===== src/tpw_pkg.sv =====
package tpw_pkg;

  // register map of the plain register port
  localparam logic [3:0] ADDR_CTRL   = 4'h0; // mode, output actions, pin directions
  localparam logic [3:0] ADDR_CMP_A  = 4'h1; // buffered compare value a
  localparam logic [3:0] ADDR_CMP_B  = 4'h2; // buffered compare value b
  localparam logic [3:0] ADDR_COUNT  = 4'h3; // count value, read only
  localparam logic [3:0] ADDR_STATUS = 4'h4; // flags, write one to clear

  // control register field positions
  localparam int CTRL_MODE_LSB  = 0;  // waveform_mode_select, 3 bits
  localparam int CTRL_ACT_A_LSB = 4;  // output_action_a, 2 bits
  localparam int CTRL_ACT_B_LSB = 6;  // output_action_b, 2 bits
  localparam int CTRL_DIR_A     = 8;  // pin a direction, 1 = output
  localparam int CTRL_DIR_B     = 9;  // pin b direction, 1 = output

  // status register field positions
  localparam int STAT_OVF  = 0;
  localparam int STAT_CMPA = 1;
  localparam int STAT_CMPB = 2;

  // reset values
  localparam logic [8:0] CTRL_RESET  = 9'h000; // same width as the control struct
  localparam logic [7:0] CMP_RESET   = 8'h00;
  localparam logic [7:0] COUNT_FIXED_TOP = 8'hFF;

  // waveform mode codes
  localparam logic [2:0] MODE_DUAL_FIXED   = 3'h1;
  localparam logic [2:0] MODE_SINGLE_FIXED = 3'h3;
  localparam logic [2:0] MODE_DUAL_CMPA    = 3'h5;
  localparam logic [2:0] MODE_SINGLE_CMPA  = 3'h7;

  // output action codes
  localparam logic [1:0] ACT_OFF    = 2'h0;
  localparam logic [1:0] ACT_TOGGLE = 2'h1;
  localparam logic [1:0] ACT_NONINV = 2'h2;
  localparam logic [1:0] ACT_INV    = 2'h3;

  typedef struct packed {
    logic [2:0] mode;     // waveform_mode_select
    logic [1:0] act_a;    // output_action_a
    logic [1:0] act_b;    // output_action_b
    logic       dir_a;
    logic       dir_b;
  } tpw_ctrl_t;

  // one tick's worth of events from the counter
  typedef struct packed {
    logic       at_top;     // count equals top this tick
    logic       at_bottom;  // count equals zero this tick
    logic       wrap;       // single slope: top -> zero on this tick
    logic       counting_up;
  } tpw_cnt_evt_t;

endpackage


===== src/tpw_counter.sv =====
`timescale 1ns/1ns
// up or up/down counter with top selection, advances only on the tick
module tpw_counter #(
  parameter int WIDTH = 8
) (
  input  wire logic                  clk,      // system clock
  input  wire logic                  arst_n,   // asynchronous reset, active low
  input  wire logic                  tick,     // timer tick enable
  input  wire logic                  dual,     // 1 = dual slope
  input  wire logic [WIDTH-1:0]      top,      // current top value
  output logic      [WIDTH-1:0]      count,    // count value
  output logic                       dir_up,   // counting direction
  output tpw_pkg::tpw_cnt_evt_t      evt       // decoded positions
);

  logic [WIDTH-1:0] next_count;
  logic             next_dir_up;
  wire              hit_top = (count == top);
  wire              hit_bot = (count == '0);

  // next count: single slope wraps after top, dual slope turns at both ends
  always_comb begin
    next_count  = count;
    next_dir_up = dir_up;
    if (!dual) begin
      next_dir_up = 1'b1;
      next_count  = hit_top ? '0 : WIDTH'(count + 1'b1);
    end else if (dir_up) begin
      if (hit_top) begin
        next_dir_up = 1'b0;
        next_count  = WIDTH'(count - 1'b1);
      end else begin
        next_count  = WIDTH'(count + 1'b1);
      end
    end else begin
      if (hit_bot) begin
        next_dir_up = 1'b1;
        next_count  = WIDTH'(count + 1'b1);
      end else begin
        next_count  = WIDTH'(count - 1'b1);
      end
    end
  end

  always_ff @(posedge clk or negedge arst_n) begin
    if (!arst_n) begin
      count  <= '0;
      dir_up <= 1'b1;
    end else if (tick) begin
      count  <= next_count;
      dir_up <= next_dir_up;
    end
  end

  assign evt.at_top      = hit_top;
  assign evt.at_bottom   = hit_bot;
  assign evt.wrap        = !dual && hit_top;
  assign evt.counting_up = dir_up;

endmodule


===== src/tpw_pwm_timer.sv =====
`timescale 1ns/1ns
module tpw_pwm_timer #(
  parameter int WIDTH = 8
) (
  input  wire logic        clk,        // 100 MHz system clock
  input  wire logic        arst_n,     // asynchronous reset, active low
  input  wire logic        timer_tick, // one-cycle enable from the prescaler
  input  wire logic [3:0]  addr,       // register address
  input  wire logic [15:0] wdata,      // write data
  input  wire logic        wr,         // write strobe
  input  wire logic        rd,         // read strobe
  output logic      [15:0] rdata,      // read data, cycle after rd
  output logic             pin_a_out,  // pin a drive value
  output logic             pin_a_oe,   // pin a output enable
  output logic             pin_b_out,  // pin b drive value
  output logic             pin_b_oe,   // pin b output enable
  output logic             overflow_flag // sticky overflow flag
);

  ////////////////////////////////////////////////////////////////////////////
  // registers

  tpw_pkg::tpw_ctrl_t ctrl;
  logic [7:0]  buf_a;        // software-side compare a
  logic [7:0]  buf_b;
  logic [7:0]  compare_value_a; // active compare a
  logic [7:0]  compare_value_b;
  logic        compare_flag_a;
  logic        compare_flag_b;
  logic [7:0]  count_value;
  logic        dir_up;
  logic        match_a;
  logic        match_b;
  logic        wave_output_a;
  logic        wave_output_b;
  tpw_pkg::tpw_cnt_evt_t evt;

  // address decode
  wire wr_ctrl = wr && (addr == tpw_pkg::ADDR_CTRL);
  wire wr_a    = wr && (addr == tpw_pkg::ADDR_CMP_A);
  wire wr_b    = wr && (addr == tpw_pkg::ADDR_CMP_B);
  wire wr_stat = wr && (addr == tpw_pkg::ADDR_STATUS);

  // mode decode
  wire single  = (ctrl.mode == tpw_pkg::MODE_SINGLE_FIXED) ||
                 (ctrl.mode == tpw_pkg::MODE_SINGLE_CMPA);
  wire dual    = (ctrl.mode == tpw_pkg::MODE_DUAL_FIXED) ||
                 (ctrl.mode == tpw_pkg::MODE_DUAL_CMPA);
  wire pwm_on  = single || dual;
  wire mode_high_bit = ctrl.mode[2];
  // top from compare a whenever mode bit 2 is set (modes 4 to 7), else fixed
  wire [7:0] top = mode_high_bit ? compare_value_a : tpw_pkg::COUNT_FIXED_TOP;
  wire tick    = timer_tick && pwm_on;
  // in a pwm mode, buffered compares reach the comparator only at wrap or top
  wire load_cmp = !pwm_on || (single ? evt.wrap : evt.at_top);

  ////////////////////////////////////////////////////////////////////////////
  // control and compare buffers

  always_ff @(posedge clk or negedge arst_n) begin
    if (!arst_n) begin
      ctrl  <= tpw_pkg::tpw_ctrl_t'(tpw_pkg::CTRL_RESET);
      buf_a <= tpw_pkg::CMP_RESET;
      buf_b <= tpw_pkg::CMP_RESET;
    end else begin
      if (wr_ctrl)
        ctrl <= tpw_pkg::tpw_ctrl_t'({wdata[tpw_pkg::CTRL_MODE_LSB +: 3],
                                      wdata[tpw_pkg::CTRL_ACT_A_LSB +: 2],
                                      wdata[tpw_pkg::CTRL_ACT_B_LSB +: 2],
                                      wdata[tpw_pkg::CTRL_DIR_A],
                                      wdata[tpw_pkg::CTRL_DIR_B]});
      if (wr_a)
        buf_a <= wdata[7:0];
      if (wr_b)
        buf_b <= wdata[7:0];
    end
  end

  // active compare registers; outside pwm they follow writes directly
  always_ff @(posedge clk or negedge arst_n) begin
    if (!arst_n) begin
      compare_value_a <= tpw_pkg::CMP_RESET;
      compare_value_b <= tpw_pkg::CMP_RESET;
    end else if (!pwm_on || (tick && load_cmp)) begin
      compare_value_a <= buf_a;
      compare_value_b <= buf_b;
    end
  end

  ////////////////////////////////////////////////////////////////////////////
  // counter and outputs

  tpw_counter #(.WIDTH(8)) u_counter (
    .clk    (clk),
    .arst_n (arst_n),
    .tick   (tick),
    .dual   (dual),
    .top    (top),
    .count  (count_value),
    .dir_up (dir_up),
    .evt    (evt)
  );

  tpw_wave_out #(.CAN_TOGGLE(1'b1)) u_wave_a (
    .clk     (clk),
    .arst_n  (arst_n),
    .tick    (tick),
    .pwm_on  (pwm_on),
    .dual    (dual),
    .mode_hi (mode_high_bit),
    .action  (ctrl.act_a),
    .count   (count_value),
    .cmp     (compare_value_a),
    .top     (top),
    .evt     (evt),
    .dir     (ctrl.dir_a),
    .match   (match_a),
    .wave    (wave_output_a),
    .pin_out (pin_a_out),
    .pin_oe  (pin_a_oe)
  );

  // output b has no toggle option
  tpw_wave_out #(.CAN_TOGGLE(1'b0)) u_wave_b (
    .clk     (clk),
    .arst_n  (arst_n),
    .tick    (tick),
    .pwm_on  (pwm_on),
    .dual    (dual),
    .mode_hi (mode_high_bit),
    .action  (ctrl.act_b),
    .count   (count_value),
    .cmp     (compare_value_b),
    .top     (top),
    .evt     (evt),
    .dir     (ctrl.dir_b),
    .match   (match_b),
    .wave    (wave_output_b),
    .pin_out (pin_b_out),
    .pin_oe  (pin_b_oe)
  );

  ////////////////////////////////////////////////////////////////////////////
  // flags: set wins over a software clear in the same cycle

  wire set_ovf  = tick && (single ? evt.at_top : (evt.at_bottom && !dir_up));
  wire set_cmpa = tick && match_a;
  wire set_cmpb = tick && match_b;
  wire clr_ovf  = wr_stat && wdata[tpw_pkg::STAT_OVF];
  wire clr_cmpa = wr_stat && wdata[tpw_pkg::STAT_CMPA];
  wire clr_cmpb = wr_stat && wdata[tpw_pkg::STAT_CMPB];

  always_ff @(posedge clk or negedge arst_n) begin
    if (!arst_n) begin
      overflow_flag  <= 1'b0;
      compare_flag_a <= 1'b0;
      compare_flag_b <= 1'b0;
    end else begin
      overflow_flag  <= set_ovf  || (overflow_flag  && !clr_ovf);
      compare_flag_a <= set_cmpa || (compare_flag_a && !clr_cmpa);
      compare_flag_b <= set_cmpb || (compare_flag_b && !clr_cmpb);
    end
  end

  ////////////////////////////////////////////////////////////////////////////
  // read path, one cycle latency, unmapped reads return zero

  logic [15:0] next_rdata;
  wire  [15:0] ctrl_rd = {6'h00, ctrl.dir_b, ctrl.dir_a, ctrl.act_b, ctrl.act_a, 1'b0, ctrl.mode};
  wire  [15:0] stat_rd = {11'h000, wave_output_b, wave_output_a,
                          compare_flag_b, compare_flag_a, overflow_flag};

  always_comb begin
    unique case (addr)
      tpw_pkg::ADDR_CTRL:   next_rdata = ctrl_rd;
      tpw_pkg::ADDR_CMP_A:  next_rdata = {8'h00, buf_a};
      tpw_pkg::ADDR_CMP_B:  next_rdata = {8'h00, buf_b};
      tpw_pkg::ADDR_COUNT:  next_rdata = {8'h00, count_value};
      tpw_pkg::ADDR_STATUS: next_rdata = stat_rd;
      default:              next_rdata = 16'h0000;
    endcase
  end

  always_ff @(posedge clk or negedge arst_n) begin
    if (!arst_n)
      rdata <= 16'h0000;
    else if (rd)
      rdata <= next_rdata;
    else
      rdata <= 16'h0000;
  end

endmodule


===== src/tpw_wave_out.sv =====
`timescale 1ns/1ns
// one waveform output register with its set/clear/toggle decision
module tpw_wave_out #(
  parameter bit CAN_TOGGLE = 1'b1
) (
  input  wire logic                  clk,       // system clock
  input  wire logic                  arst_n,    // asynchronous reset, active low
  input  wire logic                  tick,      // timer tick enable
  input  wire logic                  pwm_on,    // a pwm mode is selected
  input  wire logic                  dual,      // dual slope mode
  input  wire logic                  mode_hi,   // mode_high_bit
  input  wire logic [1:0]            action,    // output_action_select
  input  wire logic [7:0]            count,     // count value
  input  wire logic [7:0]            cmp,       // active compare value
  input  wire logic [7:0]            top,       // current top
  input  wire tpw_pkg::tpw_cnt_evt_t evt,       // counter positions
  input  wire logic                  dir,       // pin direction, 1 = output
  output logic                       match,     // compare equality this tick
  output logic                       wave,      // internal wave_output_n
  output logic                       pin_out,   // pin drive value
  output logic                       pin_oe     // pin output enable
);

  logic next_wave;
  logic up_level;   // level after an up-count match in dual slope
  wire  is_eq    = (count == cmp);
  wire  inv      = (action == tpw_pkg::ACT_INV);
  wire  pwm_act  = action[1];
  wire  tog_ok   = CAN_TOGGLE && mode_hi && (action == tpw_pkg::ACT_TOGGLE);
  // an equality at top is ignored when the upper action bit is set
  wire  eq_used  = is_eq && !(pwm_act && (cmp == top));

  assign match   = is_eq;
  assign up_level = inv;

  // output decision, evaluated only on ticks
  always_comb begin
    next_wave = wave;
    if (pwm_on && tog_ok && is_eq) begin
      next_wave = !wave;
    end else if (pwm_on && pwm_act && !dual) begin
      if (eq_used)
        next_wave = inv;
      else if (evt.wrap)
        next_wave = !inv;
    end else if (pwm_on && pwm_act && dual) begin
      // a zero compare meets the count only at bottom counting down, which would wrongly set the output
      if (evt.at_bottom && cmp == '0)
        next_wave = up_level;
      else if (eq_used)
        next_wave = evt.counting_up ? up_level : !up_level;
      else if (evt.at_top && cmp == top)
        next_wave = !up_level;
      else if (evt.at_bottom && !evt.counting_up && cmp != '0)
        next_wave = !up_level;                             // missed down-count equality
    end
  end

  always_ff @(posedge clk or negedge arst_n) begin
    if (!arst_n)
      wave <= 1'b0;
    else if (tick)
      wave <= next_wave;
  end

  // pin is overridden when an action is selected, driven only as output
  assign pin_oe  = dir;
  assign pin_out = (action != tpw_pkg::ACT_OFF) ? wave : 1'b0;

endmodule

===== config.mk =====
export PLATFORM = sky130hd
export DESIGN_NAME = tpw_pwm_timer
export DESIGN_NICKNAME = d
export VERILOG_FILES = /design/src/tpw_pkg.sv /design/src/tpw_counter.sv /design/src/tpw_pwm_timer.sv /design/src/tpw_wave_out.sv
export SDC_FILE = /design/constraint.sdc
export NUM_CORES = 1
export LEC_CHECK = 0
export BUFFER_PORTS_ARGS = -buffer_cell sky130_fd_sc_hd__buf_4
export CORE_UTILIZATION = 27
export CTS_BUF_LIST = sky130_fd_sc_hd__clkbuf_8
export CTS_CLUSTER_SIZE = 12
export DETAILED_ROUTE_END_ITERATION = 10
export GPL_ROUTABILITY_DRIVEN = 0
export PLACE_DENSITY = 0.5
export SLEW_MARGIN = 20
export SYNTH_ARGS = -nofsm -noshare
export SYNTH_HDL_FRONTEND = slang
export SYNTH_HIERARCHICAL = 1
export SYNTH_SLANG_ARGS = --single-unit
export TNS_END_PERCENT = 10

===== constraint.sdc =====
create_clock -name clk -period 7.3 [get_ports clk]
set_input_delay 1.46 -clock clk [delete_from_list [all_inputs] [get_ports clk]]
set_output_delay 1.46 -clock clk [all_outputs]
set_load 0.02 [all_outputs]

==> impl_metrics.json, run 1 <==
{
  "status": "finished, final reports clean",
  "worstRegToRegCells": 8,
  "critPathLaunchType": "flip-flop",
  "drv_cap": 0,
  "final_common_cell": "dfrtp_1",
  "cts_htree_levels": 3,
  "grt_first_pass_wirelength_um": 17500,
  "synth_ff_type": "dfrtp_1",
  "cts_setup_buffers": 0,
  "synth_top_cell_by_area": "dfrtp_1",
  "rsz0062_at_grt": "no",
  "slew_headroom_pct": 36.9,
  "postSynthAreaPerCell_um2": 10.4,
  "clk_latency_ns": 0.37,
  "ys_seq_elements": 65,
  "synthArstFlopShare_pct": 100,
  "clockRootBuffer": "clkbuf_8",
  "ys_types": 67,
  "grt_use_met2_pct": 21.6,
  "rr_startpoint": "ctrl[8]",
  "cp_max_fo": 16,
  "die_h_um": 127,
  "synth_area_leaders": "dfrtp_1, mux2_2, xor2_1, xnor2_1, mux2i_1",
  "grt_pass1_vias": 3131,
  "grt-ovfl-total": 0,
  "ys_warn_count": 6,
  "final_util_pct": 31.6,
  "dpl.hpwl_um": 7970,
  "slew_violations": 0,
  "skew_ns": 0.0143,
  "worst_slew_pin_slew_ns": 0.944,
  "cts-resized-gates": 0,
  "grtUsageMet1_pct": 20.3,
  "fin_tns_setup_ns": 0,
  "power_density_mw_per_mm2": 301,
  "rows": 45,
  "fmax_mhz": 311,
  "ant_nets": 0,
  "finalNetCount": 456,
  "avgRoutedWirePerCell_um": 17.0,
  "drc": 0,
  "final_cell_mix": "dfrtp_1, mux2_2, buf_4",
  "final_layout_size_suffix_gt1_share_pct": 27.5,
  "cts.reportedPaths.clkPinSlew_ns": 0.08,
  "cp.required_ns": 7.54,
  "areaGrowthSynthToFinish_pct": 13.9,
  "hold_viol": 0,
  "start_util_pct": 27.7,
  "criticalPathCategory": "flip-flop to flip-flop",
  "min_path_type": "flip-flop to flip-flop",
  "yosysTopAreaCellShare_pct": 37.9,
  "portBuffers": 33,
  "dr.pass1.iters": 5,
  "r2r_setup_slack_ns": 4.09,
  "cts_tree": "done",
  "synth_edf_count": 0,
  "crit_path_end": "compare_value_b[7]",
  "r2r_end": "compare_value_b[7]",
  "ctsLongestPathBuffers": 2,
  "ir_drop_v": 0.0000960,
  "wl_um": 11000,
  "arrival_ns": 3.46,
  "grt-busiest-layer": "met2",
  "antenna_found_initial": 0,
  "crit_path_end_kind": "flip-flop",
  "synth_area_mm2": 0.00423,
  "layout_worst_path_cycle_share_pct": 44.0,
  "cts_sinks": 65,
  "die_w_um": 127,
  "leakage_nw": 1.97,
  "ios": 46,
  "setup_viol": 0,
  "cts_inserted_buffers": 9,
  "drt_iter0_drc": 270,
  "coreArea_mm2": 0.0153,
  "diodes": 0,
  "grt_max_degree": 66,
  "via_per_inst": 4.97,
  "grt_use_met3_pct": 2.68,
  "netlist_instances": 405,
  "dieArea_mm2": 0.0162,
  "vias": 3201,
  "track_usage_pct": 14.2,
  "crit_start": "ctrl[8]",
  "holdBufCountCts": 0,
  "min_period_ns": 3.21,
  "ys_seq_area_share_pct": 38.5
}
==> layout make-up <==
type	count	area, µm²
fill	1593	10400
timing repair buffer	33	248
clock inverter	7	101
tap	211	264
inverter	15	56.3
sequential	65	1630
multi-input combinational	304	2400
clock buffer	9	124
==> synth_stat cells, drive strengths merged, types with 4 or more instances <==
library cell	number
dfrtp	64
mux2	45
xor2	26
buf	22
nand2	21
nor2	18
nand3	17
xnor2	17
inv	15
mux2i	13
nand2b	12
nor4	10
nor3	9
nand4	8
o21ai	8
a21oi	7
nand3b	6
o211ai	6
o22a	6
or3	5
a31oi	4
a32oi	4
a41oi	4
and2	4
clkbuf	4
nor2b	4
o21a	4
o31ai	4
==> layer usage <==
layer	wire, µm	vias up
li1	-	1511
met1	5430	1619
met2	5050	61
met3	368	10
met4	124	0
met5	0	-
==> worst min-delay path by stage <==
| stage | cells after the start | start | slack (ns) | end |
|---|---|---|---|---|
| after floorplan | 1 | compare_flag_b | 0.46 | compare_flag_b |
| after global placement | 1 | compare_flag_b | 0.49 | compare_flag_b |
| after detailed placement | 1 | compare_flag_b | 0.50 | compare_flag_b |
| after CTS | 1 | compare_flag_b | 0.52 | compare_flag_b |
| after global routing | 1 | compare_flag_b | 0.54 | compare_flag_b |
| final | 1 | compare_flag_a | 0.52 | compare_flag_a |
==> flip-flops by register name (all words and copies together) (netlist names), 8 cells and up <==
register,cells
u_counter/count,8
buf_a,8
ctrl,9
rdata,10
compare_value_b,8
buf_b,8
compare_value_a,8
==> per-stage QoR <==
| step | power [W] | hold slack [ns] | setup slack, ns | instance area, µm² | cells |
|---|---|---|---|---|---|
| after floorplan | 0.000964 | 0.465 | 4.32 | 4250 | 410 |
| after global placement | 0.00108 | 0.490 | 3.77 | 4590 | 628 |
| after detailed placement | 0.00110 | 0.500 | 3.82 | 4590 | 628 |
| after CTS | 0.00146 | 0.520 | 4.08 | 4820 | 644 |
| after global routing | 0.00154 | 0.544 | 3.87 | 4820 | 644 |
| final | 0.00145 | 0.523 | 4.09 | 4820 | 644 |
==> critical path: stages (launching register included) <==
cell and delay [ns]:
dfrtp_1 0.59, nand2b_1 0.22, xnor2_1 0.24, and4_2 0.33, nand2_2 0.13, nor2_1 0.32
mux2i_1 0.15, o21ai_2 0.70, mux2_2 0.41
==> power by group <==
| part | switching, W | total (W) | leakage [nW] | internal (W) |
|---|---|---|---|---|
| Clock | 0.000164 | 0.000360 | 0.112 | 0.000196 |
| Combinational | 0.000237 | 0.000473 | 1.05 | 0.000236 |
| Sequential | 0.000174 | 0.000618 | 0.809 | 0.000444 |
==> cell families after synthesis <==
family | share of synthesized area [%]
buffers and inverters | 5.27
other | 0.0887
flip-flops | 38.5
AND/OR/NAND/NOR | 19.3
adder cells (fa/ha/maj) | 0.888
multiplexers | 15.1
XOR/XNOR | 8.91
AO/OA/AOI/OAI | 12.0
Power figures use the tool's default switching activity.
==> run 2: changes to the inputs <==
- ABC_AREA: not set -> 1
- clock period: 7.3 -> 3.1 ns (I/O delays scaled with it)
==> impl_metrics.json, run 2 <==
{
  "status": "finished, final reports clean",
  "netlist_instances": 627,
  "worst_slew_pin_slew_ns": 0.877,
  "synth_area_mm2": 0.00454,
  "ios": 46,
  "multi_input_area_mm2": 0.00242,
  "synth_top_cell_by_area": "dfrtp_1",
  "die_h_um": 132,
  "cts_tree": "done",
  "setup_viol": 0,
  "fillers": 1831,
  "criticalPathCategory": "flip-flop to flip-flop",
  "holdBufCountCts": 0,
  "areaGrowthSynthToFinish_pct": 11.3,
  "cts_inserted_buffers": 9,
  "crit_start": "ctrl[8]",
  "ys_types": 39,
  "synth_area_leaders": "dfrtp_1, nand2_1, nand3_1, inv_1, nor2_1",
  "final_util_pct": 30.6,
  "slew_headroom_pct": 41.5,
  "final_common_cell": "nand2_1",
  "synth.most_common_cell": "nand2_1",
  "yosysTopAreaCellShare_pct": 35.3,
  "fin_cells": 877,
  "clockRootBuffer": "clkbuf_8",
  "ys_warn_count": 6,
  "synth_top_family_by_area": "simple AND/OR/NAND/NOR gates",
  "arrival_ns": 2.54,
  "skew_ns": 0.0168,
  "synthAdderAreaFrac_pct": 0.826,
  "finalNetCount": 680,
  "postSynthAreaPerCell_um2": 7.24,
  "wl_um": 12100,
  "coreArea_mm2": 0.0165,
  "min_period_ns": 2.29,
  "grt_first_pass_wirelength_um": 20000,
  "top_regs": "rdata (10), ctrl (9)",
  "diodes": 0,
  "synth-xor-area-share_pct": 6.17,
  "synthArstFlopShare_pct": 100,
  "place_inst": 861,
  "cts-resized-gates": 0,
  "track_usage_pct": 14.8,
  "synth_compound_area_share_pct": 6.09,
  "ir_drop_v": 0.000205,
  "largest_register": "rdata",
  "min_path_type": "input port to async pin",
  "rsz0062_at_grt": "no",
  "grtUsageMet1_pct": 20.8,
  "grt_use_met2_pct": 23.2,
  "critPathLaunchType": "flip-flop",
  "fin_tns_setup_ns": 0,
  "die_w_um": 132,
  "cp.required_ns": 3.34,
  "drc": 0,
  "fmax_mhz": 436,
  "leakage_nw": 2.58,
  "ctsLongestPathBuffers": 2,
  "setup_ws_ns": 0.807,
  "grt-busiest-layer": "met2",
  "final_cell_mix": "nand2_1, nand3_1, dfrtp_1",
  "cts_htree_levels": 3,
  "ant_nets": 0,
  "final_layout_size_suffix_gt1_share_pct": 16.4,
  "layout_worst_path_cycle_share_pct": 74.0,
  "cts.reportedPaths.clkPinSlew_ns": 0.08,
  "grt_pass1_vias": 3683,
  "placed_cell_area_mm2": 0.00487,
  "ys_seq_elements": 65,
  "dpl.hpwl_um": 8840,
  "crit_path_end_kind": "flip-flop",
  "clk_latency_ns": 0.35,
  "synth_edf_count": 0,
  "avgRoutedWirePerCell_um": 13.8,
  "rr_startpoint": "ctrl[8]",
  "final-seq-area_mm2": 0.00163,
  "start_util_pct": 27.5,
  "finalInstanceArea_mm2": 0.00506,
  "via_per_inst": 4.45,
  "drv_cap": 0,
  "ys_seq_area_share_pct": 35.8,
  "dr.pass1.iters": 5,
  "grt-ovfl-total": 0,
  "antenna_found_initial": 0,
  "synth_ff_type": "dfrtp_1",
  "rows": 47,
  "grt_use_met3_pct": 2.74,
  "grt_max_degree": 66,
  "drt_iter0_drc": 259,
  "power_density_mw_per_mm2": 655,
  "largest_reg_flops": 10,
  "place_ws_ns": 0.794,
  "dieArea_mm2": 0.0173,
  "cp_max_fo": 11,
  "portBuffers": 33,
  "synthSimpleGateAreaFrac_pct": 39.7,
  "hold_viol": 0,
  "vias": 3900,
  "cts_setup_buffers": 0,
  "ys_top_cells_by_count": "nand2_1, nand3_1, dfrtp_1",
  "cts_sinks": 65,
  "synth.area.mux_share_pct": 0,
  "slew_violations": 0
}
==> run 2: cell count changes in the layout (fill, tap and decap cells not counted), moves of 11 or more <==
cell,previous run,this run
inv_1,15,59
mux2i_1,13,0
xor2_1,26,15
nand3_1,16,77
mux2_2,45,0
nand2b_1,12,0
o21ai_0,6,22
nand2_1,19,198
nor2_1,18,53
==> run 2: path summary, 6_finish.rpt <==
check / end / slack, ns / depth (start not counted)
worst max-delay path: compare_value_b[4] / 0.81 / 13
worst min register to register: compare_flag_a / 0.48 / 2
worst max register to register: compare_value_b[4] / 0.81 / 13
max in group asynchronous: buf_a[1] / 2.14 / 1
worst min-delay path: u_counter/count[3] / 0.38 / 1
min in group clk: compare_flag_a / 0.48 / 2
==> run 2: logic make-up (layout without fill, tap and decap cells) <==
family,after synthesis,count (layout)
fa+ha+maj,3,3
xor+xnor,32,32
flops,65,65
simple gates,384,384
other cells,1,6
compound gates,42,42
buf+inv,100,125
==> run 2: critical path: stages, from the launching register on <==
cell and delay, ns:
dfrtp_1 0.58, nand2_1 0.24, inv_1 0.12, nand2_2 0.04
nand2_1 0.05, nand2_1 0.08, nor2_2 0.17, nand2_2 0.10
inv_1 0.14, or2_1 0.17, o211ai_4 0.15, buf_4 0.21
nand3_1 0.08, nand2_1 0.05
==> run 2: layout make-up <==
class / instances / share of cell area, %
multi-input combinational: 467 / 47.8
sequential: 65 / 32.2
timing repair buffer: 37 / 5.49
tap: 220 / 5.44
inverter: 72 / 5.34
clock buffer: 10 / 2.72
clock inverter: 6 / 0.965
==> run 2: per-stage QoR <==
stage	total power (W)	hold WS (ns)
floorplan	0.00228	0.324
global placement	0.00262	0.458
detailed placement	0.00263	0.463
CTS	0.00335	0.409
global route	0.00359	0.434
finish	0.00331	0.378
==> run 2: routing by layer <==
layer | routed length (µm) | vias up
li1 | - | 2014
met1 | 5830 | 1793
met2 | 5620 | 80
met3 | 524 | 13
met4 | 136 | 0
met5 | 0 | -
==> run 2: report_power, final <==
group	switching, W	leakage [nW]	internal (W)
registers	0.000364	0.830	0.00103
logic	0.000725	1.67	0.000486
clock network	0.000388	0.0855	0.000319
==> run 3: changes to the inputs <==
- ABC_AREA: 1 -> 0
- PLACE_DENSITY: 0.5 -> 0.51
- clock period: 3.1 -> 1.9 ns (I/O delays scaled with it)
==> impl_metrics.json, run 3 (synthesized netlist as in run 1, its figures left out) <==
{
  "rows": 45,
  "crit_path_max_incr_delay_ns": 0.51,
  "diodes": 0,
  "largest_register": "rdata",
  "clockRootBuffer": "clkbuf_8",
  "portBuffers": 33,
  "start_util_pct": 27.7,
  "rsz0062_at_grt": "yes",
  "final_common_cell": "buf_4",
  "slowest_stage": "dfrtp_4",
  "antenna_found_initial": 0,
  "top_regs": "rdata (10), ctrl (9)",
  "crit_path_end": "u_wave_a/wave",
  "slew_headroom_pct": 61.0,
  "placed_cell_area_mm2": 0.00544,
  "arrival_ns": 2.74,
  "clk_latency_ns": 0.37,
  "r2r_end": "u_wave_a/wave",
  "grt_use_met3_pct": 2.30,
  "fmax_mhz": 403,
  "largest_reg_flops": 10,
  "worstRegToRegCells": 12,
  "dr.pass1.iters": 4,
  "setup_ws_ns": -0.580,
  "cp_cell_sequence": "buf_12 -> nand2b_4 -> xnor2_2 -> and4_4 -> nand2_4 -> nor2_4 -> nor2_1 -> nor2_1 -> or4b_1 -> o211ai_1 -> o221ai_1 -> a41o_1",
  "areaGrowthSynthToFinish_pct": 39.3,
  "min_path_type": "input port to flip-flop",
  "grt_use_met2_pct": 26.9,
  "wl_um": 12900,
  "ctsLongestPathBuffers": 2,
  "cts_inserted_buffers": 9,
  "layout_worst_path_cycle_share_pct": 131,
  "dieArea_mm2": 0.0162,
  "cp_num_buf_inv": 1,
  "finalNetCount": 561,
  "drt_iter0_drc": 304,
  "violations": "setup timing",
  "slew_violations": 0,
  "place_inst": 719,
  "ant_nets": 0,
  "grt_first_pass_wirelength_um": 20600,
  "track_usage_pct": 16.8,
  "coreArea_mm2": 0.0153,
  "grt-ovfl-total": 0,
  "drv_cap": 0,
  "grt_pass1_vias": 3790,
  "die_h_um": 127,
  "grt_max_degree": 36,
  "ir_drop_v": 0.000401,
  "timing.critical_path.mode_cell": "nor2_1",
  "final_cell_mix": "buf_4, dfrtp_1, mux2_2",
  "final_layout_size_suffix_gt1_share_pct": 46.7,
  "rr_startpoint": "ctrl[8]",
  "setup_viol": 26,
  "via_per_inst": 4.95,
  "crit_cells": 12,
  "cp.required_ns": 2.16,
  "grtUsageMet1_pct": 22.5,
  "place_ws_ns": -0.586,
  "leakage_nw": 2.64,
  "ios": 46,
  "grt-busiest-layer": "met2",
  "avgRoutedWirePerCell_um": 17.3,
  "finalInstanceArea_mm2": 0.00589,
  "status": "complete, but fails checks",
  "cts_sinks": 65,
  "fin_cells": 749,
  "die_w_um": 127,
  "critPathLaunchType": "flip-flop",
  "hold_viol": 0,
  "criticalPathCategory": "flip-flop to flip-flop",
  "min_period_ns": 2.48,
  "cp_max_fo": 4,
  "skew_ns": 0.0155,
  "crit_start": "ctrl[8]",
  "r2r_setup_slack_ns": -0.58,
  "cp_top_family": "simple AND/OR/NAND/NOR gates",
  "cts_htree_levels": 3,
  "vias": 3705,
  "drc": 0,
  "cts_tree": "done",
  "power_density_mw_per_mm2": 1140,
  "worst_slew_pin_slew_ns": 0.579,
  "cts.reportedPaths.clkPinSlew_ns": 0.08,
  "dpl.hpwl_um": 9890,
  "crit_path_end_kind": "flip-flop"
}
-- run 3: cell count changes in the layout (fill, tap and decap cells not counted), moves of 13 or more --
cell | previous run | this run
mux2_4 | 0 | 13
buf_4 | 37 | 128
mux2i_1 | 0 | 13
nand2_1 | 198 | 19
nand3_1 | 77 | 16
inv_1 | 59 | 16
mux2_2 | 0 | 32
nor2_1 | 53 | 17
o21ai_0 | 22 | 5
-- run 3: worst min-delay path by stage --
stage                         from                  to  slack, ns  cells past startpoint
after floorplan             arst_n            buf_a[0]       0.08                      0
after global placement      arst_n  u_counter/count[1]       0.37                      1
after detailed placement    arst_n  u_counter/count[1]       0.38                      1
after CTS                 wdata[8]             ctrl[1]       0.25                      2
after global routing      wdata[3]            buf_a[3]       0.25                      2
final                     wdata[8]             ctrl[1]       0.26                      2
-- run 3: through the flow --
| step | total power (W) | hold WS (ns) | setup TNS [ns] | utilization (%) |
|---|---|---|---|---|
| 6_report | 0.00670 | 0.261 | -7.41 | 38.6 |
| 5_1_grt | 0.00708 | 0.253 | -9.83 | 38.6 |
| 4_1_cts | 0.00662 | 0.247 | -6.78 | 38.1 |
| 3_5_place_dp | 0.00522 | 0.376 | -7.29 | 35.6 |
| 3_3_place_gp | 0.00515 | 0.371 | -6.62 | 35.6 |
| 2_1_floorplan | 0.00391 | 0.0844 | -6.66 | - |
-- run 3: report_power, final --
part / internal, W / switching [W] / leakage (nW)
registers: 0.00172 / 0.000366 / 0.806
clock network: 0.000605 / 0.000603 / 0.0970
logic: 0.00179 / 0.00161 / 1.74
total: 0.00412 / 0.00258 / 2.64
-- run 3: what timing repair did --
| item | in CTS | in global routing |
|---|---|---|
| hold buffers | 1 | 0 |
| gates cloned | 0 | 0 |
| hold endpoints to repair | 29 | 0 |
| resized for setup | 23 | 10 |
| pin swaps | 11 | 10 |
| setup buffers | 9 | 4 |
| setup endpoints to repair | 25 | 28 |
-- run 3: layer usage --
metal | wire (µm) | vias to the layer above | part of all wire [%]
met5 | 0 | - | 0
met3 | 522 | 26 | 4.0
met1 | 5980 | 1856 | 46
met4 | 334 | 0 | 2.6
met2 | 6100 | 94 | 47
li1 | - | 1729 | -
-- run 3: cell type report --
| class | instances | area [µm²] |
|---|---|---|
| repair buffers | 138 | 1100 |
| clock buffers | 9 | 124 |
| inverters | 15 | 56.3 |
| well taps | 211 | 264 |
| fillers | 1475 | 9370 |
| clock inverters | 7 | 71.3 |
| multi-input cells | 304 | 2650 |
| flip-flops and latches | 65 | 1630 |
